<file path="config.mk">
export PLATFORM = sky130hd
export DESIGN_NAME = xmem_lat
export DESIGN_NICKNAME = d
export VERILOG_FILES = /design/src/xmem_lat_pkg.sv /design/src/xmem_lat_if.sv /design/src/xmem_lat_calc.sv /design/src/xmem_lat.sv
export SDC_FILE = /design/constraint.sdc
export NUM_CORES = 1
export LEC_CHECK = 0
export ABC_AREA = 0
export BUFFER_PORTS_ARGS = -buffer_cell sky130_fd_sc_hd__buf_2
export CAP_MARGIN = 30
export CELL_PAD_IN_SITES_DETAIL_PLACEMENT = 2
export CELL_PAD_IN_SITES_GLOBAL_PLACEMENT = 2
export CORE_UTILIZATION = 28
export CTS_CLUSTER_DIAMETER = 60
export DETAILED_ROUTE_END_ITERATION = 10
export PLACE_DENSITY = 0.78
export SYNTH_ARGS = -nofsm -noshare
export SYNTH_HDL_FRONTEND = slang
export SYNTH_SLANG_ARGS = --single-unit
</file>
<file path="constraint.sdc">
create_clock -name CLK_IN -period 3.57 [get_ports CLK_IN]
set_clock_uncertainty 0.1 [all_clocks]
set_input_delay 0.357 -clock CLK_IN [delete_from_list [all_inputs] [get_ports CLK_IN]]
set_output_delay 0.357 -clock CLK_IN [all_outputs]
set_load 0.02 [all_outputs]
</file>
<file path="src/xmem_lat_pkg.sv">
// constants and types for the external memory access latency block
package xmem_lat_pkg;
	localparam int unsigned SYS_CLK_HZ      = 10000000;
	localparam int unsigned PIPE_THRESH_HZ  = 40000000;
	localparam logic [31:0] CACHE_LO        = 32'hc0000000;
	localparam logic [31:0] CACHE_HI        = 32'hd1000000;
	localparam logic [3:0]  CACHE_ALIAS_MSK = 4'h3;
	localparam int unsigned LINE_WORDS      = 4;
	localparam logic [7:0]  SD_RD_W8        = 8'h07;
	localparam logic [7:0]  SD_RD_W16       = 8'h05;
	localparam logic [7:0]  SD_RD_W32       = 8'h04;
	localparam logic [7:0]  SD_RD_B16       = 8'h04;
	localparam logic [7:0]  SD_RD_H8        = 8'h05;
	localparam logic [7:0]  SD_WR           = 8'h02;
	localparam logic [7:0]  SD_FILL_W8      = 8'h15;
	localparam logic [7:0]  SD_FILL_W16     = 8'h0d;
	localparam logic [7:0]  SD_FILL_W32     = 8'h09;
	localparam logic [7:0]  FILL_BASE       = 8'h03;
	localparam logic [7:0]  NONSEQ_EXTRA    = 8'h01;
	localparam logic [7:0]  PIPE_EXTRA      = 8'h01;
	localparam logic [7:0]  DMA_WAIT        = 8'h01;
	localparam logic [7:0]  TURN_CYC        = 8'h01;

	typedef enum logic [1:0] {TGT_STATIC = 2'b00, TGT_SDRAM = 2'b01, TGT_SCRATCH = 2'b10, TGT_FABRIC = 2'b11} target_t;
	typedef enum logic [1:0] {WID_8 = 2'b00, WID_16 = 2'b01, WID_32 = 2'b10} width_t;
	typedef enum logic [1:0] {SZ_BYTE = 2'b00, SZ_HALF = 2'b01, SZ_WORD = 2'b10} size_t;
	typedef enum logic [1:0] {K_FETCH = 2'b00, K_DATA = 2'b01, K_FILL = 2'b10, K_DMA = 2'b11} kind_t;
	typedef enum logic [1:0] {ST_IDLE = 2'b00, ST_TURN = 2'b01, ST_BUSY = 2'b10} state_t;
endpackage

</file>
<file path="src/xmem_lat_if.sv">
// request bundle carried from the top into the latency calculator
`timescale 1ns/1ps
interface xmem_lat_if;
	import xmem_lat_pkg::*;
	kind_t       kind;
	target_t     target;
	width_t      width;
	size_t       size;
	logic        write;
	logic        seq;
	logic        dma_buf;
	logic        dma_first;
	logic        pipe;
	logic [3:0]  acc_t;
	logic [7:0]  cycles;
	modport calc (input kind, target, width, size, write, seq, dma_buf, dma_first, pipe, acc_t, output cycles);
	modport user (output kind, target, width, size, write, seq, dma_buf, dma_first, pipe, acc_t, input cycles);
endinterface

</file>
<file path="src/xmem_lat_calc.sv">
// combinational bus-cycle count for one external memory access
`timescale 1ns/1ps
module xmem_lat_calc #(
	parameter logic [7:0] DMA_INIT_LAT = 8'h02
) (
	xmem_lat_if.calc r
);
	import xmem_lat_pkg::*;
	logic [7:0] t;
	logic [7:0] base;
	logic       piped;

	always_comb
	begin
		t = {4'h0, r.acc_t};
		base = 8'h01;
		piped = 1'b0;
		case (r.kind)
			K_FILL:
			begin
				piped = 1'b1;
				if (r.target == TGT_SDRAM)
				begin
					case (r.width)
						WID_8:   base = SD_FILL_W8;
						WID_16:  base = SD_FILL_W16;
						default: base = SD_FILL_W32;
					endcase
				end
				else
				begin
					case (r.width)
						WID_8:   base = FILL_BASE + 8'(t << 4);
						WID_16:  base = FILL_BASE + 8'(t << 3);
						default: base = FILL_BASE + 8'(t << 2);
					endcase
				end
			end
			K_DMA:
			begin
				if (r.target == TGT_SCRATCH)
					base = 8'h01;
				else if (r.dma_buf)
					base = r.dma_first ? 8'h01 + DMA_INIT_LAT : 8'h01;
				else
					base = 8'h01 + DMA_WAIT;
			end
			default:
			begin
				// code fetches and data accesses to external memory both pay the extra stage
				piped = (r.target == TGT_STATIC || r.target == TGT_SDRAM);
				if (r.target == TGT_SDRAM)
				begin
					if (r.write)
						base = SD_WR;
					else
					begin
						// request, command, then two cycles of read data latency
						case ({r.size, r.width})
							{SZ_WORD, WID_8}:  base = SD_RD_W8;
							{SZ_WORD, WID_16}: base = SD_RD_W16;
							{SZ_HALF, WID_8}:  base = SD_RD_H8;
							default:           base = SD_RD_W32;
						endcase
					end
				end
				else if (r.target == TGT_STATIC)
				begin
					case ({r.size, r.width})
						{SZ_WORD, WID_8}:  base = 8'(t << 2);
						{SZ_WORD, WID_16}: base = 8'(t << 1);
						{SZ_HALF, WID_8}:  base = 8'(t << 1);
						default:           base = t;
					endcase
					if (!r.seq)
						base = base + NONSEQ_EXTRA;
				end
				else
					base = 8'h01;
			end
		endcase
		r.cycles = (piped && r.pipe) ? base + PIPE_EXTRA : base;
	end
endmodule

</file>
<file path="src/xmem_lat.sv">
// external memory access latency sequencer
//
// What this block does
// - At 40 MHz or more an extra stage sits before external memory.
// - That stage lengthens only cache fills and external code and data accesses.
// - 32-bit single-cycle static: non-sequential 2 (3 piped), sequential or multiple 1 (2).
// - 32-bit SDRAM same page: read 4 (5), write 2 (3).
// - SDRAM read: request, command, then two data latency cycles.
// - Cache fills come only from external memory.
// - Cacheable only in the SDRAM and flash region, not in its aliases.
// - Fabric or external-request memory never fills the cache.
// - Cache lines are four 32-bit words.
// - 32-bit single-cycle static fill takes 7 cycles, 8 piped.
// - Static fill takes 3+16t, 3+8t or 3+4t, plus one piped.
// - SDRAM fill takes 21, 13 or 9, plus one piped.
// - Static word fetch 4t, 2t or t; non-sequential +1, piped +1.
// - SDRAM word read 7, 5 or 4; writes 2; piped +1.
// - Unbuffered DMA to external memory has one wait state.
// - DMA to scratchpad finishes each transaction in one cycle.
// - Buffered DMA static reads: one cycle each after initial latency.
// - Buffered DMA SDRAM writes: one cycle each after initial latency.
// - Read then write to the same memory inserts one idle cycle.
`timescale 1ns/1ps
module xmem_lat #(
	parameter int unsigned CLK_HZ       = xmem_lat_pkg::SYS_CLK_HZ,
	parameter logic [7:0]  DMA_INIT_LAT = 8'h02
) (
	input  wire logic                   CLK_IN,
	input  wire logic                   RST_IN,
	input  wire logic                   REQ_VALID_IN,
	output logic                        REQ_READY_OUT,
	input  wire xmem_lat_pkg::kind_t    REQ_KIND_IN,
	input  wire logic [31:0]            REQ_ADDR_IN,
	input  wire logic                   REQ_WRITE_IN,
	input  wire logic                   REQ_SEQ_IN,
	input  wire xmem_lat_pkg::size_t    REQ_SIZE_IN,
	input  wire logic [1:0]             REQ_DMA_CH_IN,
	input  wire logic                   REQ_DMA_BUF_IN,
	input  wire logic                   REQ_FABRIC_IN,
	input  wire xmem_lat_pkg::width_t   STATIC_WIDTH_IN,
	input  wire xmem_lat_pkg::width_t   SDRAM_WIDTH_IN,
	input  wire logic [3:0]             STATIC_ACC_T_IN,
	input  wire logic [3:0]             SCRATCH_REGION_IN,
	output logic                        MEM_START_OUT,
	output logic                        MEM_IDLE_OUT,
	output logic                        CACHEABLE_OUT,
	output logic                        FILL_REFUSED_OUT,
	output logic [1:0]                  FILL_WORD_OUT,
	output logic                        PIPE_ON_OUT,
	output logic [7:0]                  CYCLES_OUT,
	output logic                        DONE_OUT
);
	import xmem_lat_pkg::*;

	// ----------------------------------------
	// state
	// ----------------------------------------
	typedef struct packed {
		state_t     st;
		logic [7:0] cnt;
		logic [7:0] total;
		logic       last_rd;
		target_t    last_tgt;
		logic       have_last;
		logic [3:0] ch_started;
		logic       done;
		logic       start;
		logic       cacheable;
		logic       refused;
		logic [1:0] fill_word;
		logic       is_fill;
		logic       pend_valid;
		logic       pend_write;
		target_t    pend_tgt;
	} regs_t;

	regs_t      s_q;
	regs_t      s_d;
	xmem_lat_if lat ();

	// fixed at elaboration: the clock rate decides whether the extra stage exists
	localparam logic PIPE_ON = (CLK_HZ >= PIPE_THRESH_HZ);

	// ----------------------------------------
	// request decode
	// ----------------------------------------
	target_t tgt;
	logic    in_cache_rgn;
	logic    fill_ok;

	always_comb
	begin
		// only the base window is decoded; an alias map would fold onto it here
		in_cache_rgn = (REQ_ADDR_IN >= CACHE_LO) && (REQ_ADDR_IN < CACHE_HI);
		if (REQ_FABRIC_IN)
			tgt = TGT_FABRIC;
		else if (REQ_ADDR_IN[31:28] == SCRATCH_REGION_IN)
			tgt = TGT_SCRATCH;
		else if (REQ_ADDR_IN[31:28] == 4'hc)
			tgt = TGT_SDRAM;
		else
			tgt = TGT_STATIC;
		// fills only from external memory, never fabric or scratchpad
		fill_ok = in_cache_rgn && !REQ_FABRIC_IN && (tgt == TGT_SDRAM || tgt == TGT_STATIC);
	end

	assign lat.kind      = REQ_KIND_IN;
	assign lat.target    = tgt;
	assign lat.width     = (tgt == TGT_SDRAM) ? SDRAM_WIDTH_IN : STATIC_WIDTH_IN;
	assign lat.size      = (REQ_KIND_IN == K_FILL) ? SZ_WORD : REQ_SIZE_IN;
	assign lat.write     = REQ_WRITE_IN;
	assign lat.seq       = REQ_SEQ_IN;
	assign lat.dma_buf   = REQ_DMA_BUF_IN;
	assign lat.dma_first = !s_q.ch_started[REQ_DMA_CH_IN];
	assign lat.pipe      = PIPE_ON;
	assign lat.acc_t     = (STATIC_ACC_T_IN == 4'h0) ? 4'h1 : STATIC_ACC_T_IN;

	xmem_lat_calc #(
		.DMA_INIT_LAT (DMA_INIT_LAT)
	) u_calc (
		.r (lat.calc)
	);

	// ----------------------------------------
	// sequencer
	// ----------------------------------------
	logic ext_tgt;
	logic need_turn;
	logic accept;

	assign ext_tgt       = (tgt == TGT_SDRAM || tgt == TGT_STATIC);
	// idle cycle between a read and a following write on the same memory
	assign need_turn     = s_q.have_last && s_q.last_rd && REQ_WRITE_IN && ext_tgt
		&& tgt == s_q.last_tgt && REQ_KIND_IN != K_FILL;
	assign REQ_READY_OUT = (s_q.st == ST_IDLE) && !RST_IN;
	assign accept        = REQ_VALID_IN && REQ_READY_OUT;

	always_comb
	begin
		s_d = s_q;
		s_d.done = 1'b0;
		s_d.start = 1'b0;
		case (s_q.st)
			ST_IDLE:
			begin
				if (accept)
				begin
					s_d.cacheable = fill_ok;
					s_d.fill_word = 2'b00;
					s_d.is_fill = (REQ_KIND_IN == K_FILL);
					if (REQ_KIND_IN == K_FILL && !fill_ok)
					begin
						s_d.refused = 1'b1;
						s_d.done = 1'b1;
						s_d.total = 8'h00;
					end
					else
					begin
						s_d.refused = 1'b0;
						s_d.total = lat.cycles;
						s_d.cnt = lat.cycles;
						if (REQ_KIND_IN == K_DMA && REQ_DMA_BUF_IN)
							s_d.ch_started[REQ_DMA_CH_IN] = 1'b1;
						if (need_turn)
						begin
							s_d.st = ST_TURN;
							s_d.total = lat.cycles + TURN_CYC;
						end
						else
						begin
							s_d.st = ST_BUSY;
							s_d.start = ext_tgt;
						end
						s_d.have_last = ext_tgt;
						s_d.last_rd = !REQ_WRITE_IN;
						s_d.last_tgt = tgt;
					end
				end
				else if (REQ_KIND_IN != K_DMA || !REQ_VALID_IN)
					s_d.ch_started = s_q.ch_started;
			end
			ST_TURN:
			begin
				s_d.st = ST_BUSY;
				s_d.start = 1'b1;
			end
			ST_BUSY:
			begin
				// fill words advance across the line as the count runs down
				if (s_q.is_fill && s_q.cacheable && s_q.fill_word != 2'(LINE_WORDS - 1))
					s_d.fill_word = s_q.fill_word + 2'b01;
				if (s_q.cnt <= 8'h01)
				begin
					s_d.st = ST_IDLE;
					s_d.done = 1'b1;
					s_d.cnt = 8'h00;
				end
				else
					s_d.cnt = s_q.cnt - 8'h01;
			end
			default:
				s_d.st = ST_IDLE;
		endcase
	end

	always_ff @(posedge CLK_IN)
	begin
		if (RST_IN)
		begin
			s_q <= '0;
			s_q.st <= ST_IDLE;
		end
		else
			s_q <= s_d;
	end

	// ----------------------------------------
	// outputs
	// ----------------------------------------
	assign MEM_START_OUT    = s_q.start;
	assign MEM_IDLE_OUT     = (s_q.st == ST_TURN);
	assign CACHEABLE_OUT    = s_q.cacheable;
	assign FILL_REFUSED_OUT = s_q.refused;
	assign FILL_WORD_OUT    = s_q.fill_word;
	assign PIPE_ON_OUT      = PIPE_ON;
	assign CYCLES_OUT       = s_q.total;
	assign DONE_OUT         = s_q.done;
endmodule

</file>
==> results.json, run 1 <==
{
  "hpwlAfterDp_um": 6640,
  "start_util_pct": 29.2,
  "peakVddDrop_v": 0.000145,
  "ys_warn_count": 0,
  "crit_chain": "buf_2 > xnor2_1 > a41oi_2 > nand2_1 > mux2i_1 > a22o_1 > ha_1 > and4_1 > o41ai_1 > buf_4 > inv_1 > ha_1 > nand2_1 > o21ai_0 > a22oi_1 > nor2_1",
  "cts_repair_resize_count": 0,
  "cts-root-buf": "clkbuf_8",
  "vias_per_cell": 5.48,
  "ctsHoldBuffers": 0,
  "tns_ps": 0,
  "synthCells": 323,
  "p_leak_nw": 1.22,
  "endpoint": "CYCLES_OUT[1]",
  "yosysSeqAreaShare_pct": 27.1,
  "insertedDiodeCount": 0,
  "cp_data_required_time_ps": 3640,
  "slowest_delay_ps": 290,
  "fin_util_pct": 34.8,
  "area_delta_synth_final_pct": 19.0,
  "slew_headroom_pct": 58.9,
  "mappedNetlistArea_mm2": 0.00244,
  "worstRegToRegCells": 9,
  "cp-startpoint": "REQ_ADDR_IN[30]",
  "cpLargestDelayFamily": "compound AO/OA/AOI/OAI gates",
  "dp_cells": 467,
  "cts_max_level": 2,
  "cpMaxStageDelayCell": "mux2i_1",
  "crit_buf_inv": 3,
  "die_height_um": 95.3,
  "fin_area_mm2": 0.00290,
  "max_slew.worst_pin.slew_ps": 617,
  "grt_use_total_pct": 19.9,
  "hold_ws_ps": 212,
  "critPathMaxFanout": 4,
  "layout-drive-gt1-share_pct": 22.2,
  "core_area_mm2": 0.00834,
  "fp.dieW_um": 95.3,
  "min_path_cells": 2,
  "power_density_mw_per_mm2": 366,
  "arrival_ps": 3160,
  "die_area_mm2": 0.00909,
  "synth.distinct_cells": 61,
  "avgSynthCellArea_um2": 7.55,
  "dpl-instance-area_mm2": 0.00279,
  "fin_crit_sh_pct": 86.7,
  "yosys-top-cells-count": "nor2_1 (43), dfxtp_1 (33), nand2_1 (27)",
  "cts_tree": "built",
  "cts_buffer_depth": 2,
  "async_flop_share_pct": 0,
  "slew_viol_final": 0,
  "num_vias": 2603,
  "rr_startpoint": "s_q[30]",
  "cts_buffers": 5,
  "synth_top_area_cell": "dfxtp_1",
  "drt_iter0_markers": 86,
  "finalHoldViolations": 0,
  "numClockSinks": 33,
  "rows": 33,
  "max_freq_mhz": 323,
  "final_cell_count_no_fill": 475,
  "endpoint_kind": "flip-flop",
  "reg2reg_to": "s_q[29]",
  "synth.top_cell.area_share_pct": 27.1,
  "antenna_found_initial": 0,
  "drc": 0,
  "io_buffers": 48,
  "place_ws_ps": 145,
  "grt_max_degree": 34,
  "wl_um": 8560,
  "yosys-top-cells-area": "dfxtp_1 (27%), nor2_1 (6.6%), a21oi_1 (4.7%), nand2_1 (4.2%), o21ai_0 (3.7%)",
  "grt_pass1_wl_um": 13900,
  "cp-start-kind": "input pin",
  "layout.nets": 431,
  "ios": 74,
  "overflow": 0,
  "synth.most_common_cell": "nor2_1",
  "finalSetupViolations": 0,
  "ff2ff_setup_slack_ps": 1010,
  "cts_setup_buffers": 0,
  "clk_pin_slew_ps": 70,
  "wire_per_inst_um": 18.0,
  "finalCriticalPeriod_ps": 3100,
  "fillers": 1023,
  "synth_nets": 385,
  "rsz0062_at_grt": "no",
  "critPathKind": "input pin to flip-flop",
  "grt_pass1_vias": 2774,
  "synth_edf_count": 0,
  "hold_path_class": "input pin to flip-flop",
  "fin_ws_ps": 474,
  "p_total_mw": 1.06,
  "antenna_left": 0,
  "cp.depth": 16,
  "max-cap-violations": 0,
  "ys.flop_type": "dfxtp_1",
  "gp_congestion": 0.815,
  "clk_latency_ps": 290,
  "drt_first_pass_iters": 6,
  "synth-seq-cells": 33,
  "run_status": "complete, no violations"
}
-- placed cells by master (no fill, tap or decap), types with 4 or more instances in the layout --
master and count:
nand2_1 27, o21ai_0 18, inv_1 15, xnor2_1 10, nor3_1 15, a22oi_1 5
dfxtp_1 33, nand4_1 4, clkbuf_8 6, ha_1 5, mux2i_1 4, buf_2 48
a31oi_1 5, buf_4 14, nand3_1 10, nor2b_1 5, and4_1 4, a211oi_1 4
nand2b_1 7, a21oi_1 23, o221ai_1 4, nor2_1 43, nand3b_1 5
-- worst min-delay path by stage --
stage                      start  slack [ps]       to
global placement          s_q[4]         350   s_q[4]
finish              REQ_WRITE_IN         210  s_q[18]
CTS                 REQ_WRITE_IN         210  s_q[18]
floorplan                s_q[13]         330  s_q[13]
detailed placement       s_q[11]         360  s_q[11]
global route        REQ_WRITE_IN         240  s_q[18]
-- per-layer routing --
metal	vias to the layer above	global-route usage (%)	wire (µm)	share of wire, %
li1	1252	-	-	-
met1	1290	24.7	3940	46
met2	51	35.8	4220	49
met3	10	3.59	319	3.7
met4	0	3.79	84	0.98
met5	-	0	0	0
-- power breakdown --
group / total [mW] / leakage [nW] / internal (mW) / switching (mW)
combinational: 0.284 / 0.894 / 0.111 / 0.174
clock: 0.374 / 0.0585 / 0.228 / 0.147
sequential: 0.402 / 0.268 / 0.385 / 0.0174
-- state kept, by name, indices dropped and copies added (netlist names) --
| name | count |
|---|---|
| s_q | 19 |
| CYCLES_OUT | 8 |
| FILL_WORD_OUT | 2 |
| CACHEABLE_OUT | 1 |
| DONE_OUT | 1 |
| FILL_REFUSED_OUT | 1 |
| MEM_START_OUT | 1 |
-- logic make-up after synthesis --
| kind of cell | share of synthesized area (%) |
|---|---|
| AND/OR/NAND/NOR | 30.1 |
| AO/OA/AOI/OAI | 24.2 |
| buffers and inverters | 7.64 |
| flip-flops | 27.1 |
| XOR/XNOR | 5.64 |
| adder cells (fa/ha/maj) | 2.57 |
| multiplexers | 2.57 |
| other | 0.154 |
-- final cells by class --
class / count / area [µm²] / area share (%)
clock buffer: 7 / 86.3 / 2.98
tap: 105 / 131 / 4.53
clock inverter: 1 / 30.0 / 1.03
timing repair buffer: 62 / 345 / 11.9
multi-input combinational: 252 / 1590 / 54.9
sequential: 33 / 661 / 22.8
inverter: 15 / 56.3 / 1.94
Note: power is estimated with default switching activity, not from simulation.
==> inputs of run 2 (changes only) <==
Settings changed: ABC_AREA 0 to 1, PLACE_DENSITY 0.78 to 0.88, SKIP_LAST_GASP set to 1.
==> run 2 against run 1 <==
Net effect:
- the flow now finishes with violations (DRC)
- critical path depth rose by 8
- critical endpoint is now CYCLES_OUT[6]
- synthesized cell count rose by 21%
- combinational power rose by 38%
- worst hold slack got worse by 37 ps
- count of clock-buffer cells in the layout did not move
- via count rose by 5.3%
- highest routed layer unchanged
- area after synthesis rose by 8.0%
- fmax fell by 3.2%
- setup slack got worse by 100 ps
- die area rose by 7.8%
==> results.json, run 2 <==
{
  "yosys-top-cells-area": "dfxtp_1 (25%), nand2_1 (11%), inv_1 (8.6%), a21oi_1 (6.1%), nor2_1 (4.6%)",
  "gp_congestion": 0.771,
  "yosysSeqAreaShare_pct": 25.1,
  "min_path_cells": 2,
  "cts_buffers": 5,
  "critPathMaxFanout": 6,
  "cts_buffer_depth": 2,
  "tns_ps": 0,
  "reg2reg_to": "s_q[12]",
  "vias_per_cell": 4.99,
  "synth.top_cell.area_share_pct": 25.1,
  "numClockSinks": 33,
  "ios": 74,
  "grt_pass1_wl_um": 14900,
  "p_leak_nw": 1.46,
  "cts-root-buf": "clkbuf_8",
  "worstRegToRegCells": 9,
  "ff2ff_setup_slack_ps": 1080,
  "rows": 35,
  "hold_path_class": "input pin to flip-flop",
  "insertedDiodeCount": 0,
  "avgSynthCellArea_um2": 6.75,
  "synthCells": 390,
  "drc": 1,
  "cts_setup_buffers": 0,
  "start_util_pct": 28.8,
  "drt_first_pass_iters": 9,
  "antenna_left": 0,
  "layout-drive-gt1-share_pct": 26.3,
  "finalCriticalPeriod_ps": 3200,
  "drt_iter0_markers": 91,
  "mostFrequentLayoutCells": "nand2_1 (75), inv_1 (60), buf_2 (48)",
  "ys.flop_type": "dfxtp_1",
  "die_area_mm2": 0.00979,
  "cts_tree": "built",
  "mappedNetlistArea_mm2": 0.00263,
  "cts_repair_resize_count": 0,
  "layout_commonest_cell": "nand2_1",
  "critPathKind": "input pin to flip-flop",
  "hpwlAfterDp_um": 7250,
  "synth.most_common_cell": "nand2_1",
  "clk_pin_slew_ps": 70,
  "cp-start-kind": "input pin",
  "async_flop_share_pct": 0,
  "cts_max_level": 2,
  "finalHoldViolations": 0,
  "finalSetupViolations": 0,
  "num_vias": 2741,
  "synth_edf_count": 0,
  "layout.nets": 499,
  "power_density_mw_per_mm2": 371,
  "synth-seq-cells": 33,
  "run_status": "complete, but fails checks",
  "grt_use_total_pct": 19.2,
  "hold_ws_ps": 175,
  "core_area_mm2": 0.00915,
  "synth.distinct_cells": 45,
  "grt_pass1_vias": 3125,
  "yosys-top-cells-count": "nand2_1 (75), inv_1 (60), dfxtp_1 (33)",
  "cp_data_required_time_ps": 3630,
  "grt_max_degree": 22,
  "fp.dieW_um": 99.0,
  "ys_warn_count": 0,
  "wl_um": 8900,
  "arrival_ps": 3260,
  "synth_nets": 452,
  "fin_crit_sh_pct": 89.6,
  "max_slew.worst_pin.slew_ps": 696,
  "regMostFlops": "s_q",
  "overflow": 0,
  "min_from": "REQ_WRITE_IN",
  "ctsHoldBuffers": 0,
  "area_delta_synth_final_pct": 16.2,
  "rsz0062_at_grt": "no",
  "clk_latency_ps": 290,
  "peakVddDrop_v": 0.000135,
  "slew_viol_final": 0,
  "worstHoldEndpoint": "s_q[18]",
  "io_buffers": 48,
  "wire_per_inst_um": 16.2,
  "antenna_found_initial": 0,
  "max-cap-violations": 0,
  "rr_startpoint": "s_q[36]",
  "die_height_um": 99.0,
  "violations": "DRC",
  "largest_register_ffs": 19,
  "endpoint_kind": "flip-flop",
  "slew_headroom_pct": 53.4,
  "max_freq_mhz": 313,
  "synth_top_area_cell": "dfxtp_1"
}
==> run 2: final cells by class <==
type | instances | area [µm²]
sequential | 33 | 661
tap | 111 | 139
clock inverter | 1 | 5.00
multi-input combinational | 275 | 1600
clock buffer | 7 | 96.3
timing repair buffer | 57 | 308
inverter | 65 | 249
fill | 1136 | 6090
==> run 2: logic make-up after synthesis <==
| group | synth area share, % |
|---|---|
| AO/OA/AOI/OAI | 19.3 |
| other | 0.142 |
| adder cells (fa/ha/maj) | 2.38 |
| buffers and inverters | 14.1 |
| AND/OR/NAND/NOR | 37.6 |
| XOR/XNOR | 1.33 |
| flip-flops | 25.1 |
==> run 2: stage by stage <==
stage / std cells / util (%) / area [µm²] / worst slack (ps) / total power [mW]
after floorplan: 390 / - / 2630 / 685 / 0.695
after global placement: 541 / 32.3 / 2960 / 179 / 0.788
after detailed placement: 541 / 32.3 / 2960 / 48.0 / 0.819
after CTS: 549 / 33.4 / 3060 / 320 / 1.15
after global routing: 549 / 33.4 / 3060 / 20.3 / 1.20
final: 549 / 33.4 / 3060 / 371 / 1.13
==> run 2: report_power, final <==
part / switching, mW / total, mW / internal (mW)
clock: 0.145 / 0.320 / 0.174
sequential: 0.0246 / 0.424 / 0.399
combinational: 0.261 / 0.391 / 0.130
total: 0.431 / 1.13 / 0.703
==> run 2: worst max-delay path by stage <==
stage,end,depth (start not counted),start
2_1_floorplan,CYCLES_OUT[6],28,REQ_ADDR_IN[31]
3_3_place_gp,CYCLES_OUT[6],25,REQ_ADDR_IN[31]
3_5_place_dp,CYCLES_OUT[6],25,REQ_ADDR_IN[31]
4_1_cts,CYCLES_OUT[6],25,REQ_ADDR_IN[31]
5_1_grt,CYCLES_OUT[6],25,REQ_ADDR_IN[30]
6_report,CYCLES_OUT[6],24,REQ_ADDR_IN[29]
==> run 2: critical path, stage by stage <==
cell,delay [ps]
buf_2,130
nor3_4,360
nand4_1,230
nand2_2,160
inv_4,80
nand3_4,110
inv_4,50
nor2_4,130
nand2_1,90
nand2_1,70
ha_1,220
nor2_1,110
nor2_1,60
nand2_1,80
nand2_1,60
nand2_1,120
inv_2,60
ha_1,200
nand2_1,130
a21oi_4,50
nand2_1,80
nor2_1,40
o21ai_1,180
a21oi_1,90
==> run 2: metal layers <==
layer  global-route usage (%)  share of wire (%)  vias up
met2                     40.0                 57       42
met5                        0                  0        -
met3                     2.91                2.3        6
met4                     4.13               0.79        0
li1                         -                  -     1356
met1                     19.8                 40     1337
==> inputs of run 3 (changes only) <==
--- a/config.mk
+++ b/config.mk
@@ -9,10 +9,10 @@
 export BUFFER_PORTS_ARGS = -buffer_cell sky130_fd_sc_hd__buf_2
 export CAP_MARGIN = 30
-export CELL_PAD_IN_SITES_DETAIL_PLACEMENT = 2
-export CELL_PAD_IN_SITES_GLOBAL_PLACEMENT = 2
-export CORE_UTILIZATION = 28
+export CELL_PAD_IN_SITES_DETAIL_PLACEMENT = 1
+export CELL_PAD_IN_SITES_GLOBAL_PLACEMENT = 1
+export CORE_UTILIZATION = 35
 export CTS_CLUSTER_DIAMETER = 60
 export DETAILED_ROUTE_END_ITERATION = 10
-export PLACE_DENSITY = 0.88
+export PLACE_DENSITY = 0.85
 export SKIP_LAST_GASP = 1
 export SYNTH_ARGS = -nofsm -noshare
--- a/constraint.sdc
+++ b/constraint.sdc
@@ -3,3 +3,3 @@
 set_input_delay 0.357 -clock CLK_IN [delete_from_list [all_inputs] [get_ports CLK_IN]]
 set_output_delay 0.357 -clock CLK_IN [all_outputs]
-set_load 0.02 [all_outputs]
+set_load 0.05 [all_outputs]
==> run 3 against run 2 <==
Net effect:
- the flow now finishes without violations
- global-route usage increased by 1.7 points
- utilization increased by 8.6 points
- die area decreased by 20%
- power increased by 3.8%
- final area decreased by 0.29%
- setup slack got worse by 60 ps
- critical endpoint unchanged
- first-iteration DRC count decreased by 22%
- fmax decreased by 1.8%
- flip-flop and latch count unchanged
- via count decreased by 2.0%
==> results.json, run 3 (same netlist as run 2, synthesis figures left out) <==
{
  "clk_latency_ps": 290,
  "die_area_mm2": 0.00787,
  "arrival_ps": 3320,
  "dpl-instance-area_mm2": 0.00293,
  "clk_pin_slew_ps": 80,
  "peakVddDrop_v": 0.000136,
  "ios": 74,
  "overflow": 0,
  "fillers": 987,
  "cts_buffers": 5,
  "ctsHoldBuffers": 0,
  "grt_use_total_pct": 20.9,
  "slew_viol_final": 0,
  "antenna_left": 0,
  "finalHoldViolations": 0,
  "rsz0062_at_grt": "no",
  "max-cap-violations": 0,
  "largest_register_ffs": 19,
  "wl_um": 7620,
  "num_vias": 2687,
  "finalCriticalPeriod_ps": 3260,
  "drc": 0,
  "hold_path_class": "input pin to flip-flop",
  "insertedDiodeCount": 0,
  "mostFrequentLayoutCells": "nand2_1 (75), inv_1 (60), buf_2 (48)",
  "wl_met2_um": 4010,
  "fin_crit_sh_pct": 91.3,
  "regMostFlops": "s_q",
  "layout-drive-gt1-share_pct": 26.1,
  "grt_max_degree": 22,
  "cts_repair_resize_count": 0,
  "io_buffers": 48,
  "start_util_pct": 36.3,
  "hpwlAfterDp_um": 6170,
  "cts_setup_buffers": 0,
  "antenna_found_initial": 0,
  "dr_wl_met3_um": 234,
  "area_delta_synth_final_pct": 15.8,
  "cp-start-kind": "input pin",
  "gp_congestion": 0.858,
  "finalSetupViolations": 0,
  "max_freq_mhz": 307,
  "die_height_um": 88.7,
  "grt_pass1_wl_um": 12600,
  "numClockSinks": 33,
  "critPathKind": "input pin to flip-flop",
  "cts_buffer_depth": 2,
  "cts_tree": "built",
  "rows": 31,
  "p_total_mw": 1.18,
  "fp.dieW_um": 88.7,
  "vias_per_cell": 5.01,
  "critPathMaxFanout": 10,
  "cts_max_level": 2,
  "run_status": "complete, no violations",
  "place_ws_ps": -2.73,
  "max_slew.worst_pin.slew_ps": 576,
  "layout.nets": 498,
  "top_layer": "met4",
  "p_leak_nw": 1.46,
  "grt_pass1_vias": 2753,
  "layout_commonest_cell": "nand2_1",
  "cp_data_required_time_ps": 3640,
  "fin_ws_ps": 311,
  "endpoint_kind": "flip-flop",
  "power_density_mw_per_mm2": 386,
  "met1_length_um": 3270,
  "cts-root-buf": "clkbuf_8",
  "drt_first_pass_iters": 4,
  "wire_per_inst_um": 14.2,
  "fin_area_mm2": 0.00305,
  "drt_iter0_markers": 71,
  "core_area_mm2": 0.00725,
  "tns_ps": 0,
  "slew_headroom_pct": 61.3
}
run 3: path summary, 6_finish.rpt:
check	end	startpoint	slack [ps]	cells after the start
max	CYCLES_OUT[6]	REQ_ADDR_IN[31]	310	26
min	s_q[18]	REQ_WRITE_IN	200	2
min reg2reg	s_q[11]	s_q[11]	360	2
max reg2reg	CYCLES_OUT[6]	s_q[12]	1380	14
run 3: layout make-up:
class / count / area [µm²] / share of cell area, %
repair buffers: 56 / 300 / 9.85
well taps: 99 / 124 / 4.06
multi-input cells: 275 / 1600 / 52.5
clock buffers: 5 / 68.8 / 2.26
clock inverters: 3 / 46.3 / 1.52
flip-flops and latches: 33 / 661 / 21.7
inverters: 65 / 249 / 8.17
run 3: power breakdown:
group | internal [mW] | switching [mW]
combinational | 0.129 | 0.266
sequential | 0.399 | 0.0241
clock | 0.209 | 0.151
run 3: through the flow:
step	std cells	hold WS (ps)	util (%)
after floorplan	390	330	-
after global routing	536	191	42.0
final	536	195	42.0
after detailed placement	528	357	40.5
after CTS	536	182	42.0
after global placement	528	341	40.5
run 3: critical path: stages:
cell	delay (ps)
buf_2	130
nand2_2	80
nor3_4	290
nand3_4	190
nand2_2	100
nand2_2	80
inv_4	110
nand3_4	100
nand2_4	130
nor2_4	50
nand2_1	70
nand2_1	60
ha_1	290
nor2_1	110
nor2_1	50
nand2_1	70
nand2_1	50
nand2_1	150
inv_2	60
ha_1	200
nand2_1	130
a21oi_4	50
nand2_1	90
nor2_1	50
o21ai_1	190
a21oi_1	110
run 3: routing by layer:
| metal | global-route usage [%] | vias to the layer above |
|---|---|---|
| met1 | 23.9 | 1279 |
| met4 | 6.01 | 0 |
| met5 | 0 | - |
| met3 | 2.61 | 11 |
| met2 | 40.3 | 48 |
| li1 | - | 1349 |
